--- config.mk ---
export PLATFORM = sky130hd
export DESIGN_NAME = reset_flush_slew_select_regs
export DESIGN_NICKNAME = d
export VERILOG_FILES = /design/src/pkg/slew_regs_pkg.sv /design/src/logic/reset_flush_slew_select_regs.sv /design/src/logic/event_sync.sv
export SDC_FILE = /design/constraint.sdc
export NUM_CORES = 1
export LEC_CHECK = 0
export ABC_AREA = 1
export ABC_CLOCK_PERIOD_IN_PS = 2350
export BUFFER_PORTS_ARGS = -buffer_cell sky130_fd_sc_hd__buf_2
export CAP_MARGIN = 20
export CORE_MARGIN = 4
export CORE_UTILIZATION = 45
export CTS_CLUSTER_DIAMETER = 100
export CTS_CLUSTER_SIZE = 28
export DETAILED_ROUTE_END_ITERATION = 12
export MAX_ROUTING_LAYER = met4
export PLACE_DENSITY = 0.72
export SLEW_MARGIN = 40
export SYNTH_ARGS = -nofsm -noshare
export SYNTH_HDL_FRONTEND = slang
export SYNTH_SLANG_ARGS = --single-unit
--- constraint.sdc ---
create_clock -name clk_sys -period 2.35 [get_ports clk_sys]
set_input_delay 0.705 -clock clk_sys [delete_from_list [all_inputs] [get_ports clk_sys]]
set_output_delay 0.705 -clock clk_sys [all_outputs]
set_load 0.01 [all_outputs]
--- src/pkg/slew_regs_pkg.sv ---
// Constants for the reset/flush and output slew select registers
package slew_regs_pkg;
  // ------------------------------------------------------------
  // Register map
  // ------------------------------------------------------------
  localparam logic [7:0] PATH_RESET_OFFSET   = 8'h02;
  localparam logic [7:0] SLEW_SELECT_OFFSET  = 8'h03;
  localparam logic [7:0] PATH_RESET_RESET    = 8'h00;
  localparam logic [7:0] SLEW_SELECT_RESET   = 8'h2B;
  localparam int         SOFT_RESET_BIT      = 4;
  localparam int         FLUSH_BIT           = 2;
  localparam int         DDR_CODE_LSB        = 3;
  localparam int         SDR_CODE_LSB        = 0;
  localparam logic [7:0] SLEW_SELECT_MASK    = 8'h3F;
  // ------------------------------------------------------------
  // Timing
  // ------------------------------------------------------------
  localparam int         CLK_PERIOD_PS       = 25000;
  localparam int         FLUSH_LIMIT_PS      = 1500000;
  localparam int         FLUSH_LIMIT_CYCLES  = FLUSH_LIMIT_PS / CLK_PERIOD_PS;
  localparam logic [7:0] FLUSH_CYCLES        = 8'h04;
  localparam logic [7:0] SOFT_RESET_CYCLES   = 8'h04;
  // ------------------------------------------------------------
  // Output slew source
  // ------------------------------------------------------------
  typedef enum logic [3:0] {
    SRC_I2C = 4'h1,
    SRC_SPI = 4'h2,
    SRC_SDR = 4'h4,
    SRC_DDR = 4'h8
  } slew_src_t;
endpackage

--- src/logic/reset_flush_slew_select_regs.sv ---
// Reset/flush control and output slew select register bank
//
// Contract
// - Writing 1 to soft reset starts a software reset; bit self-clears.
// - Writing 1 to flush empties the FIFO; bit clears when done.
// - Flush bit reads 0 no later than 1.5 us after the write.
// - On I3C, entering HDR-DDR selects the DDR slew code, bits 5:3.
// - HDR exit pattern returns selection to the SDR code, bits 2:0.
// - After any reset the I2C slew setting drives the data output.
// - With I3C enabled, broadcast write header selects the SDR code.
// - First host write over SPI after reset selects SPI slew setting.
`timescale 1ns/1ps
module reset_flush_slew_select_regs (
  input  wire logic       clk_sys,
  input  wire logic       rstn,
  // Register access from the serial interface decoder
  input  wire logic       reg_wr,
  input  wire logic       reg_rd,
  input  wire logic [7:0] reg_addr,
  input  wire logic [7:0] reg_wdata,
  input  wire logic       wr_is_spi,
  output logic      [7:0] reg_rdata,
  // Protocol events from the link, outside this clock domain
  input  wire logic       i3c_enabled,
  input  wire logic       ev_bcast_write,
  input  wire logic       ev_enter_ddr,
  input  wire logic       ev_hdr_exit,
  // Slew code inputs, drive and control outputs
  input  wire logic [2:0] i2c_slew_code,
  input  wire logic [2:0] spi_slew_code,
  output logic      [2:0] data_out_slew,
  output logic      [1:0] slew_source,
  output logic            slew_reserved,
  output logic            soft_reset_pulse,
  output logic            fifo_flush_req
);
  // ------------------------------------------------------------
  // Reset release
  // ------------------------------------------------------------
  logic rst_meta_n;
  logic rst_sync_n;

  always_ff @(posedge clk_sys or negedge rstn) begin
    if (!rstn) begin
      rst_meta_n <= 1'b0;
      rst_sync_n <= 1'b0;
    end else begin
      rst_meta_n <= 1'b1;
      rst_sync_n <= rst_meta_n;
    end
  end

  // ------------------------------------------------------------
  // Link event synchronisation
  // ------------------------------------------------------------
  logic [3:0] ev_level;
  logic [3:0] ev_rise;

  event_sync #(
    .WIDTH(4)
  ) u_event_sync (
    .clk_sys    (clk_sys),
    .rst_sync_n (rst_sync_n),
    .async_in   ({i3c_enabled, ev_hdr_exit, ev_enter_ddr, ev_bcast_write}),
    .level      (ev_level),
    .rise       (ev_rise)
  );

  // ------------------------------------------------------------
  // Register state
  // ------------------------------------------------------------
  logic                    soft_reset_bit;
  logic                    flush_bit;
  logic [7:0]              flush_count;
  logic [7:0]              soft_count;
  logic [5:0]              slew_codes;
  logic                    first_write_seen;
  slew_regs_pkg::slew_src_t src;
  logic                    next_soft_reset_bit;
  logic                    next_flush_bit;
  logic [7:0]              next_flush_count;
  logic [7:0]              next_soft_count;
  logic [5:0]              next_slew_codes;
  logic                    next_first_write_seen;
  slew_regs_pkg::slew_src_t next_src;
  logic [7:0]              next_reg_rdata;
  logic [2:0]              next_data_out_slew;
  logic [1:0]              next_slew_source;
  logic                    next_slew_reserved;

  logic wr_path;
  logic wr_slew;
  assign wr_path = reg_wr && (reg_addr == slew_regs_pkg::PATH_RESET_OFFSET);
  assign wr_slew = reg_wr && (reg_addr == slew_regs_pkg::SLEW_SELECT_OFFSET);

  function automatic logic is_reserved(input logic [2:0] code);
    is_reserved = code[2] & code[1];
  endfunction

  always_comb begin
    next_soft_reset_bit   = soft_reset_bit;
    next_soft_count       = soft_count;
    next_flush_bit        = flush_bit;
    next_flush_count      = flush_count;
    next_slew_codes       = slew_codes;
    next_first_write_seen = first_write_seen;
    next_src              = src;
    // Soft reset: bit held for a fixed count, then cleared by hardware
    if (soft_reset_bit) begin
      if (soft_count == 8'h00) begin
        next_soft_reset_bit = 1'b0;
      end else begin
        next_soft_count = soft_count - 8'h01;
      end
    end else if (wr_path && reg_wdata[slew_regs_pkg::SOFT_RESET_BIT]) begin
      next_soft_reset_bit = 1'b1;
      next_soft_count     = slew_regs_pkg::SOFT_RESET_CYCLES;
    end
    // Flush: written 0 is ignored, a new 1 restarts the count
    if (wr_path && reg_wdata[slew_regs_pkg::FLUSH_BIT]) begin
      next_flush_bit   = 1'b1;
      next_flush_count = slew_regs_pkg::FLUSH_CYCLES;
    end else if (flush_bit) begin
      if (flush_count == 8'h00) begin
        next_flush_bit = 1'b0;
      end else begin
        next_flush_count = flush_count - 8'h01;
      end
    end
    // Slew codes; writes during DDR are the host's fault and still land
    if (wr_slew) begin
      next_slew_codes = reg_wdata[5:0] & slew_regs_pkg::SLEW_SELECT_MASK[5:0];
    end
    // Source selection from protocol events
    if (reg_wr && !first_write_seen) begin
      next_first_write_seen = 1'b1;
      if (wr_is_spi) begin
        next_src = slew_regs_pkg::SRC_SPI;
      end
    end
    if (ev_level[3]) begin
      if (ev_rise[1] && src == slew_regs_pkg::SRC_SDR) begin
        next_src = slew_regs_pkg::SRC_DDR;
      end else if (ev_rise[2] && src == slew_regs_pkg::SRC_DDR) begin
        next_src = slew_regs_pkg::SRC_SDR;
      end else if (ev_rise[0] && src != slew_regs_pkg::SRC_DDR) begin
        next_src = slew_regs_pkg::SRC_SDR;
      end
    end
    // Soft reset returns every setting to its reset state
    if (soft_reset_bit && soft_count == 8'h00) begin
      next_slew_codes       = slew_regs_pkg::SLEW_SELECT_RESET[5:0];
      next_src              = slew_regs_pkg::SRC_I2C;
      next_first_write_seen = 1'b0;
      next_flush_bit        = 1'b0;
    end
  end

  always_comb begin
    next_reg_rdata = 8'h00;
    if (reg_rd && reg_addr == slew_regs_pkg::PATH_RESET_OFFSET) begin
      next_reg_rdata[slew_regs_pkg::SOFT_RESET_BIT] = soft_reset_bit;
      next_reg_rdata[slew_regs_pkg::FLUSH_BIT]      = flush_bit;
    end else if (reg_rd && reg_addr == slew_regs_pkg::SLEW_SELECT_OFFSET) begin
      next_reg_rdata = {2'b00, slew_codes};
    end
    unique case (next_src)
      slew_regs_pkg::SRC_I2C: begin
        next_data_out_slew = i2c_slew_code;
        next_slew_source   = 2'b00;
      end
      slew_regs_pkg::SRC_SPI: begin
        next_data_out_slew = spi_slew_code;
        next_slew_source   = 2'b01;
      end
      slew_regs_pkg::SRC_SDR: begin
        next_data_out_slew = next_slew_codes[2:0];
        next_slew_source   = 2'b10;
      end
      slew_regs_pkg::SRC_DDR: begin
        next_data_out_slew = next_slew_codes[5:3];
        next_slew_source   = 2'b11;
      end
      default: begin
        next_data_out_slew = i2c_slew_code;
        next_slew_source   = 2'b00;
      end
    endcase
    next_slew_reserved = is_reserved(next_data_out_slew);
  end

  always_ff @(posedge clk_sys or negedge rst_sync_n) begin
    if (!rst_sync_n) begin
      soft_reset_bit   <= 1'b0;
      soft_count       <= 8'h00;
      flush_bit        <= 1'b0;
      flush_count      <= 8'h00;
      slew_codes       <= slew_regs_pkg::SLEW_SELECT_RESET[5:0];
      first_write_seen <= 1'b0;
      src              <= slew_regs_pkg::SRC_I2C;
      reg_rdata        <= 8'h00;
      data_out_slew    <= 3'h0;
      slew_source      <= 2'b00;
      slew_reserved    <= 1'b0;
      soft_reset_pulse <= 1'b0;
      fifo_flush_req   <= 1'b0;
    end else begin
      soft_reset_bit   <= next_soft_reset_bit;
      soft_count       <= next_soft_count;
      flush_bit        <= next_flush_bit;
      flush_count      <= next_flush_count;
      slew_codes       <= next_slew_codes;
      first_write_seen <= next_first_write_seen;
      src              <= next_src;
      reg_rdata        <= next_reg_rdata;
      data_out_slew    <= next_data_out_slew;
      slew_source      <= next_slew_source;
      slew_reserved    <= next_slew_reserved;
      soft_reset_pulse <= next_soft_reset_bit;
      fifo_flush_req   <= next_flush_bit;
    end
  end

  // ------------------------------------------------------------
  // Checks
  // ------------------------------------------------------------
  logic [7:0] flush_age;
  logic [7:0] next_flush_age;

  always_comb begin
    next_flush_age = flush_bit ? flush_age + 8'h01 : 8'h00;
  end

  always_ff @(posedge clk_sys or negedge rst_sync_n) begin
    if (!rst_sync_n) begin
      flush_age <= 8'h00;
    end else begin
      flush_age <= next_flush_age;
    end
  end

  a_flush_bounded: assert property (@(posedge clk_sys) disable iff (!rst_sync_n)
    flush_age < 8'(slew_regs_pkg::FLUSH_LIMIT_CYCLES)) else $error("flush bit held too long");
  a_flush_sets: assert property (@(posedge clk_sys) disable iff (!rst_sync_n)
    wr_path && reg_wdata[slew_regs_pkg::FLUSH_BIT] |=> flush_bit ##1 fifo_flush_req)
    else $error("flush write not taken");
  a_soft_clears: assert property (@(posedge clk_sys) disable iff (!rst_sync_n)
    $rose(soft_reset_bit) |-> ##[1:8] !soft_reset_bit) else $error("soft reset bit stuck");
  a_soft_output: assert property (@(posedge clk_sys) disable iff (!rst_sync_n)
    soft_reset_bit |-> soft_reset_pulse) else $error("soft reset output missing");
  a_ddr_select: assert property (@(posedge clk_sys) disable iff (!rst_sync_n)
    src == slew_regs_pkg::SRC_DDR |=> slew_source == 2'b11 || $past(src) != src)
    else $error("ddr source not shown");
  a_ddr_code: assert property (@(posedge clk_sys) disable iff (!rst_sync_n)
    slew_source == 2'b11 |-> data_out_slew == slew_codes[5:3]) else $error("ddr code wrong");
  a_exit_sdr: assert property (@(posedge clk_sys) disable iff (!rst_sync_n)
    src == slew_regs_pkg::SRC_DDR && ev_rise[2] && ev_level[3] && !(soft_reset_bit && soft_count == 8'h00)
    |=> src == slew_regs_pkg::SRC_SDR) else $error("hdr exit ignored");
  a_reset_i2c: assert property (@(posedge clk_sys) disable iff (!rst_sync_n)
    $fell(soft_reset_bit) |-> src == slew_regs_pkg::SRC_I2C) else $error("reset not i2c");
  a_spi_first: assert property (@(posedge clk_sys) disable iff (!rst_sync_n)
    reg_wr && wr_is_spi && !first_write_seen && !ev_level[3] && !soft_reset_bit
    |=> src == slew_regs_pkg::SRC_SPI) else $error("spi switch missed");
  a_reserved_flag: assert property (@(posedge clk_sys) disable iff (!rst_sync_n)
    slew_reserved == is_reserved(data_out_slew)) else $error("reserved flag wrong");
endmodule

--- src/logic/event_sync.sv ---
// Three-stage synchroniser with agreement filter for pin-side events
`timescale 1ns/1ps
module event_sync #(
  parameter int WIDTH = 1
) (
  input  wire logic             clk_sys,
  input  wire logic             rst_sync_n,
  input  wire logic [WIDTH-1:0] async_in,
  output logic      [WIDTH-1:0] level,
  output logic      [WIDTH-1:0] rise
);
  logic [WIDTH-1:0] stage1;
  logic [WIDTH-1:0] stage2;
  logic [WIDTH-1:0] stage3;
  logic [WIDTH-1:0] next_level;

  always_comb begin
    next_level = level;
    for (int i = 0; i < WIDTH; i++) begin
      if (stage2[i] == stage3[i]) begin
        next_level[i] = stage3[i];
      end
    end
  end

  always_ff @(posedge clk_sys or negedge rst_sync_n) begin
    if (!rst_sync_n) begin
      stage1 <= '0;
      stage2 <= '0;
      stage3 <= '0;
      level  <= '0;
    end else begin
      stage1 <= async_in;
      stage2 <= stage1;
      stage3 <= stage2;
      level  <= next_level;
    end
  end

  assign rise = next_level & ~level;
endmodule

==> impl_metrics.py <==
metrics = {
    "outcome": {
        "status": "completed",
    },
    "clocking": {
        "clockRootBuffer": "clkbuf_8",
        "clock_latency_ns": 0.34,
        "path_clk_slew_ns": 0.07,
        "postCtsSetupBuffers": 0,
        "cts_buffer_depth": 2,
        "cts_tree": "yes",
        "cts_hold_buf": 0,
        "htreeDepth": 3,
        "numClockSinks": 59,
        "cts_buffers": 9,
        "cts_resized": 0,
    },
    "synthesis": {
        "synthCells": 282,
        "synth-adder-area-share": 0.0299,
        "synth_seq_cells": 59,
        "synth-simple-area-share": 0.259,
        "synth_compound_area_frac": 0.0800,
        "synth-seq-area-share": 0.555,
        "yosys.area_share.xor_xnor": 0.00655,
        "ys_warn_count": 0,
        "async_flop_share": 1.00,
        "muxShareOfSynthArea": 0,
        "ys.flop_type": "dfrtp_1",
        "synth_edf_count": 0,
        "synth_top_family_by_area": "simple AND/OR/NAND/NOR gates",
        "synth_cell_types": 35,
        "avgSynthCellArea_sq_um": 9.48,
        "synth_area_sq_um": 2670,
    },
    "finish": {
        "n_antenna_cell": 0,
        "nets": 371,
        "drive_above_1_share": 0.299,
        "final_cell_mix": "dfrtp_1 (53), nand2_1 (44), buf_2 (42)",
        "layout_commonest_cell": "dfrtp_1",
        "stdcell_area_sq_um": 3190,
        "fin_util": 0.565,
        "area_growth_pct": 19.1,
    },
    "floorplanning": {
        "num_rows": 27,
        "start_util": 0.474,
        "ios": 47,
        "die_x_um": 85.1,
        "fp.dieH_um": 85.1,
        "dieArea_sq_um": 7240,
        "core_sq_um": 5640,
    },
    "global_route": {
        "grt.overflow.total": 0,
        "grt_max_degree": 32,
        "gr-usage-all-layers": 0.163,
        "grt_pass1_wl_um": 8890,
        "grt_pass1_vias": 2028,
        "antenna_found_initial": 0,
    },
    "timing": {
        "finalMaxSlewViolations": 0,
        "fin_setup_tns_ns": 0,
        "min_period_ns": 1.90,
        "maxSlewHeadroom": 0.594,
        "hold_viol_final": 0,
        "setup_viol": 0,
        "skew_ns": 0.00993,
        "fmax_ghz": 0.527,
        "fin_crit_sh": 0.807,
        "max_slew.worst_pin.slew_ns": 0.609,
        "finalWorstSetupSlack_ns": 0.454,
        "rsz0062_at_grt": "false",
        "holdWs_ns": 0.135,
    },
    "critical_path": {
        "path_max_fanout": 10,
        "worst_ep_arrival_time_ns": 2.13,
        "critPathLaunchType": "register",
        "cp-end-kind": "register",
        "criticalPathCategory": "reg2reg",
        "reg2reg_depth": 15,
        "rrSetupSlack_ns": 0.45,
        "cp.required_ns": 2.59,
        "r2r-start": "soft_count[0]",
        "r2r_end": "slew_reserved",
    },
    "routing": {
        "vias": 2007,
        "drt_pre_antenna_iters": 4,
        "antenna_left": 0,
        "drc_errors": 0,
        "avgRoutedWirePerCell_um": 12.3,
        "drt_wl_total_um": 5100,
        "viasPerCell": 4.86,
        "drt-initial-drc-count": 97,
    },
    "power_and_ir_drop": {
        "pwr-share-comb": 0.238,
        "p_clk_frac": 0.317,
        "p_leak_nw": 1.66,
        "power.share.sequential": 0.444,
        "ir_drop_v": 0.000445,
        "p_int_mw": 1.96,
        "power_switching_mw": 0.918,
        "sw_frac_of_total": 0.319,
        "power_density_nw_per_um2": 904,
    },
    "placement": {
        "port_buffers": 42,
        "place_area_sq_um": 2990,
        "gp_congestion": 0.807,
        "dp_worst_setup_slack_ns": 0.125,
        "dpl.hpwl_um": 3800,
    },
    "job": {
        "cap_violations": 0,
    },
    "min_path": {
        "hold_path_class": "in2async",
    },
}
[state kept, by name, indices dropped and copies added, names as in the netlist]
| name | flops |
|---|---|
| flush_count | 8 |
| soft_count | 8 |
| reg_rdata | 6 |
| slew_codes | 6 |
| src | 4 |
| u_event_sync.level | 4 |
| u_event_sync.stage1 | 4 |
| u_event_sync.stage2 | 4 |
| u_event_sync.stage3 | 4 |
| data_out_slew | 3 |
| slew_source | 2 |
| first_write_seen | 1 |
| flush_bit | 1 |
| rst_meta_n | 1 |
| rst_sync_n | 1 |
| slew_reserved | 1 |
| soft_reset_bit | 1 |
[stage by stage]
step | power (mW) | instances
after floorplan | 1.79 | 283
after global placement | 1.95 | 397
after detailed placement | 1.98 | 397
after CTS | 2.91 | 413
after global routing | 3.09 | 413
final | 2.88 | 413
[how the worst max path moves through the flow]
| stage | startpoint | slack (ns) | cells after the start | to |
|---|---|---|---|---|
| floorplan | reg_addr[5] | 0.47 | 9 | soft_count[4] |
| global placement | reg_addr[5] | 0.14 | 10 | soft_count[4] |
| detailed placement | reg_addr[5] | 0.13 | 10 | soft_count[4] |
| CTS | soft_count[0] | 0.46 | 15 | slew_reserved |
| global route | soft_count[0] | 0.33 | 15 | slew_reserved |
| finish | soft_count[0] | 0.45 | 15 | slew_reserved |
[cell usage after synthesis (3+ instances only)]
library cell	count	area, sq um
nand3_1	21	105
inv_2	4	15.0
nor3_1	6	30.0
a21oi_1	11	55.1
dfrtp_1	54	1350
nand4_1	10	62.6
nand2_2	6	37.5
nor2_2	11	68.8
inv_1	37	139
nand3_2	3	30.0
nor2_1	20	75.1
dfstp_2	5	131
nand2_4	3	33.8
o211ai_1	3	22.5
o21ai_0	11	55.1
nand2_1	44	165
nor2_4	3	33.8
o31ai_1	3	22.5
maj3_1	3	30.0
ha_1	4	50.1
[area by class of cell]
type | instances | area, sq um
clock buffers | 11 | 141
repair buffers | 44 | 238
well taps | 72 | 90.1
inverters | 43 | 165
flip-flops and latches | 59 | 1480
multi-input cells | 179 | 1010
clock inverters | 5 | 52.6
fillers | 499 | 2460
[critical path, cell delays in order (launching register included)]
cell and delay [ns]:
dfrtp_1 0.36, inv_1 0.15, ha_1 0.17, nand4_1 0.13
nor2_4 0.25, inv_4 0.11, nand2_4 0.12, inv_2 0.05
nand2_4 0.06, nor2_4 0.05, nand2_1 0.05, nand2_1 0.06
nor2_2 0.09, nand2_2 0.06, nand2_1 0.05, inv_1 0.03
[kinds of logic after synthesis]
logic type,after synthesis
adder cells (fa/ha/maj),7
XOR/XNOR,2
other,2
AND/OR/NAND/NOR,133
buffers and inverters,45
flip-flops,59
AO/OA/AOI/OAI,34
[power by group through the flow]
stage / sequential, mW / clock, mW / combinational, mW
2_1_floorplan: 1.31 / 0 / 0.478
3_3_place_gp: 1.29 / 0 / 0.659
3_5_place_dp: 1.30 / 0 / 0.684
4_1_cts: 1.28 / 0.945 / 0.688
5_1_grt: 1.31 / 0.999 / 0.788
6_report: 1.28 / 0.914 / 0.686
[metal layers]
metal / global-route usage / part of all wire / wire length, um
met1: 0.195 / 0.45 / 2310
met2: 0.244 / 0.47 / 2390
met3: 0.0427 / 0.052 / 265
met4: 0.0993 / 0.025 / 127
met5: - / 0 / 0
No activity file was read; power rests on OpenSTA's default activity.
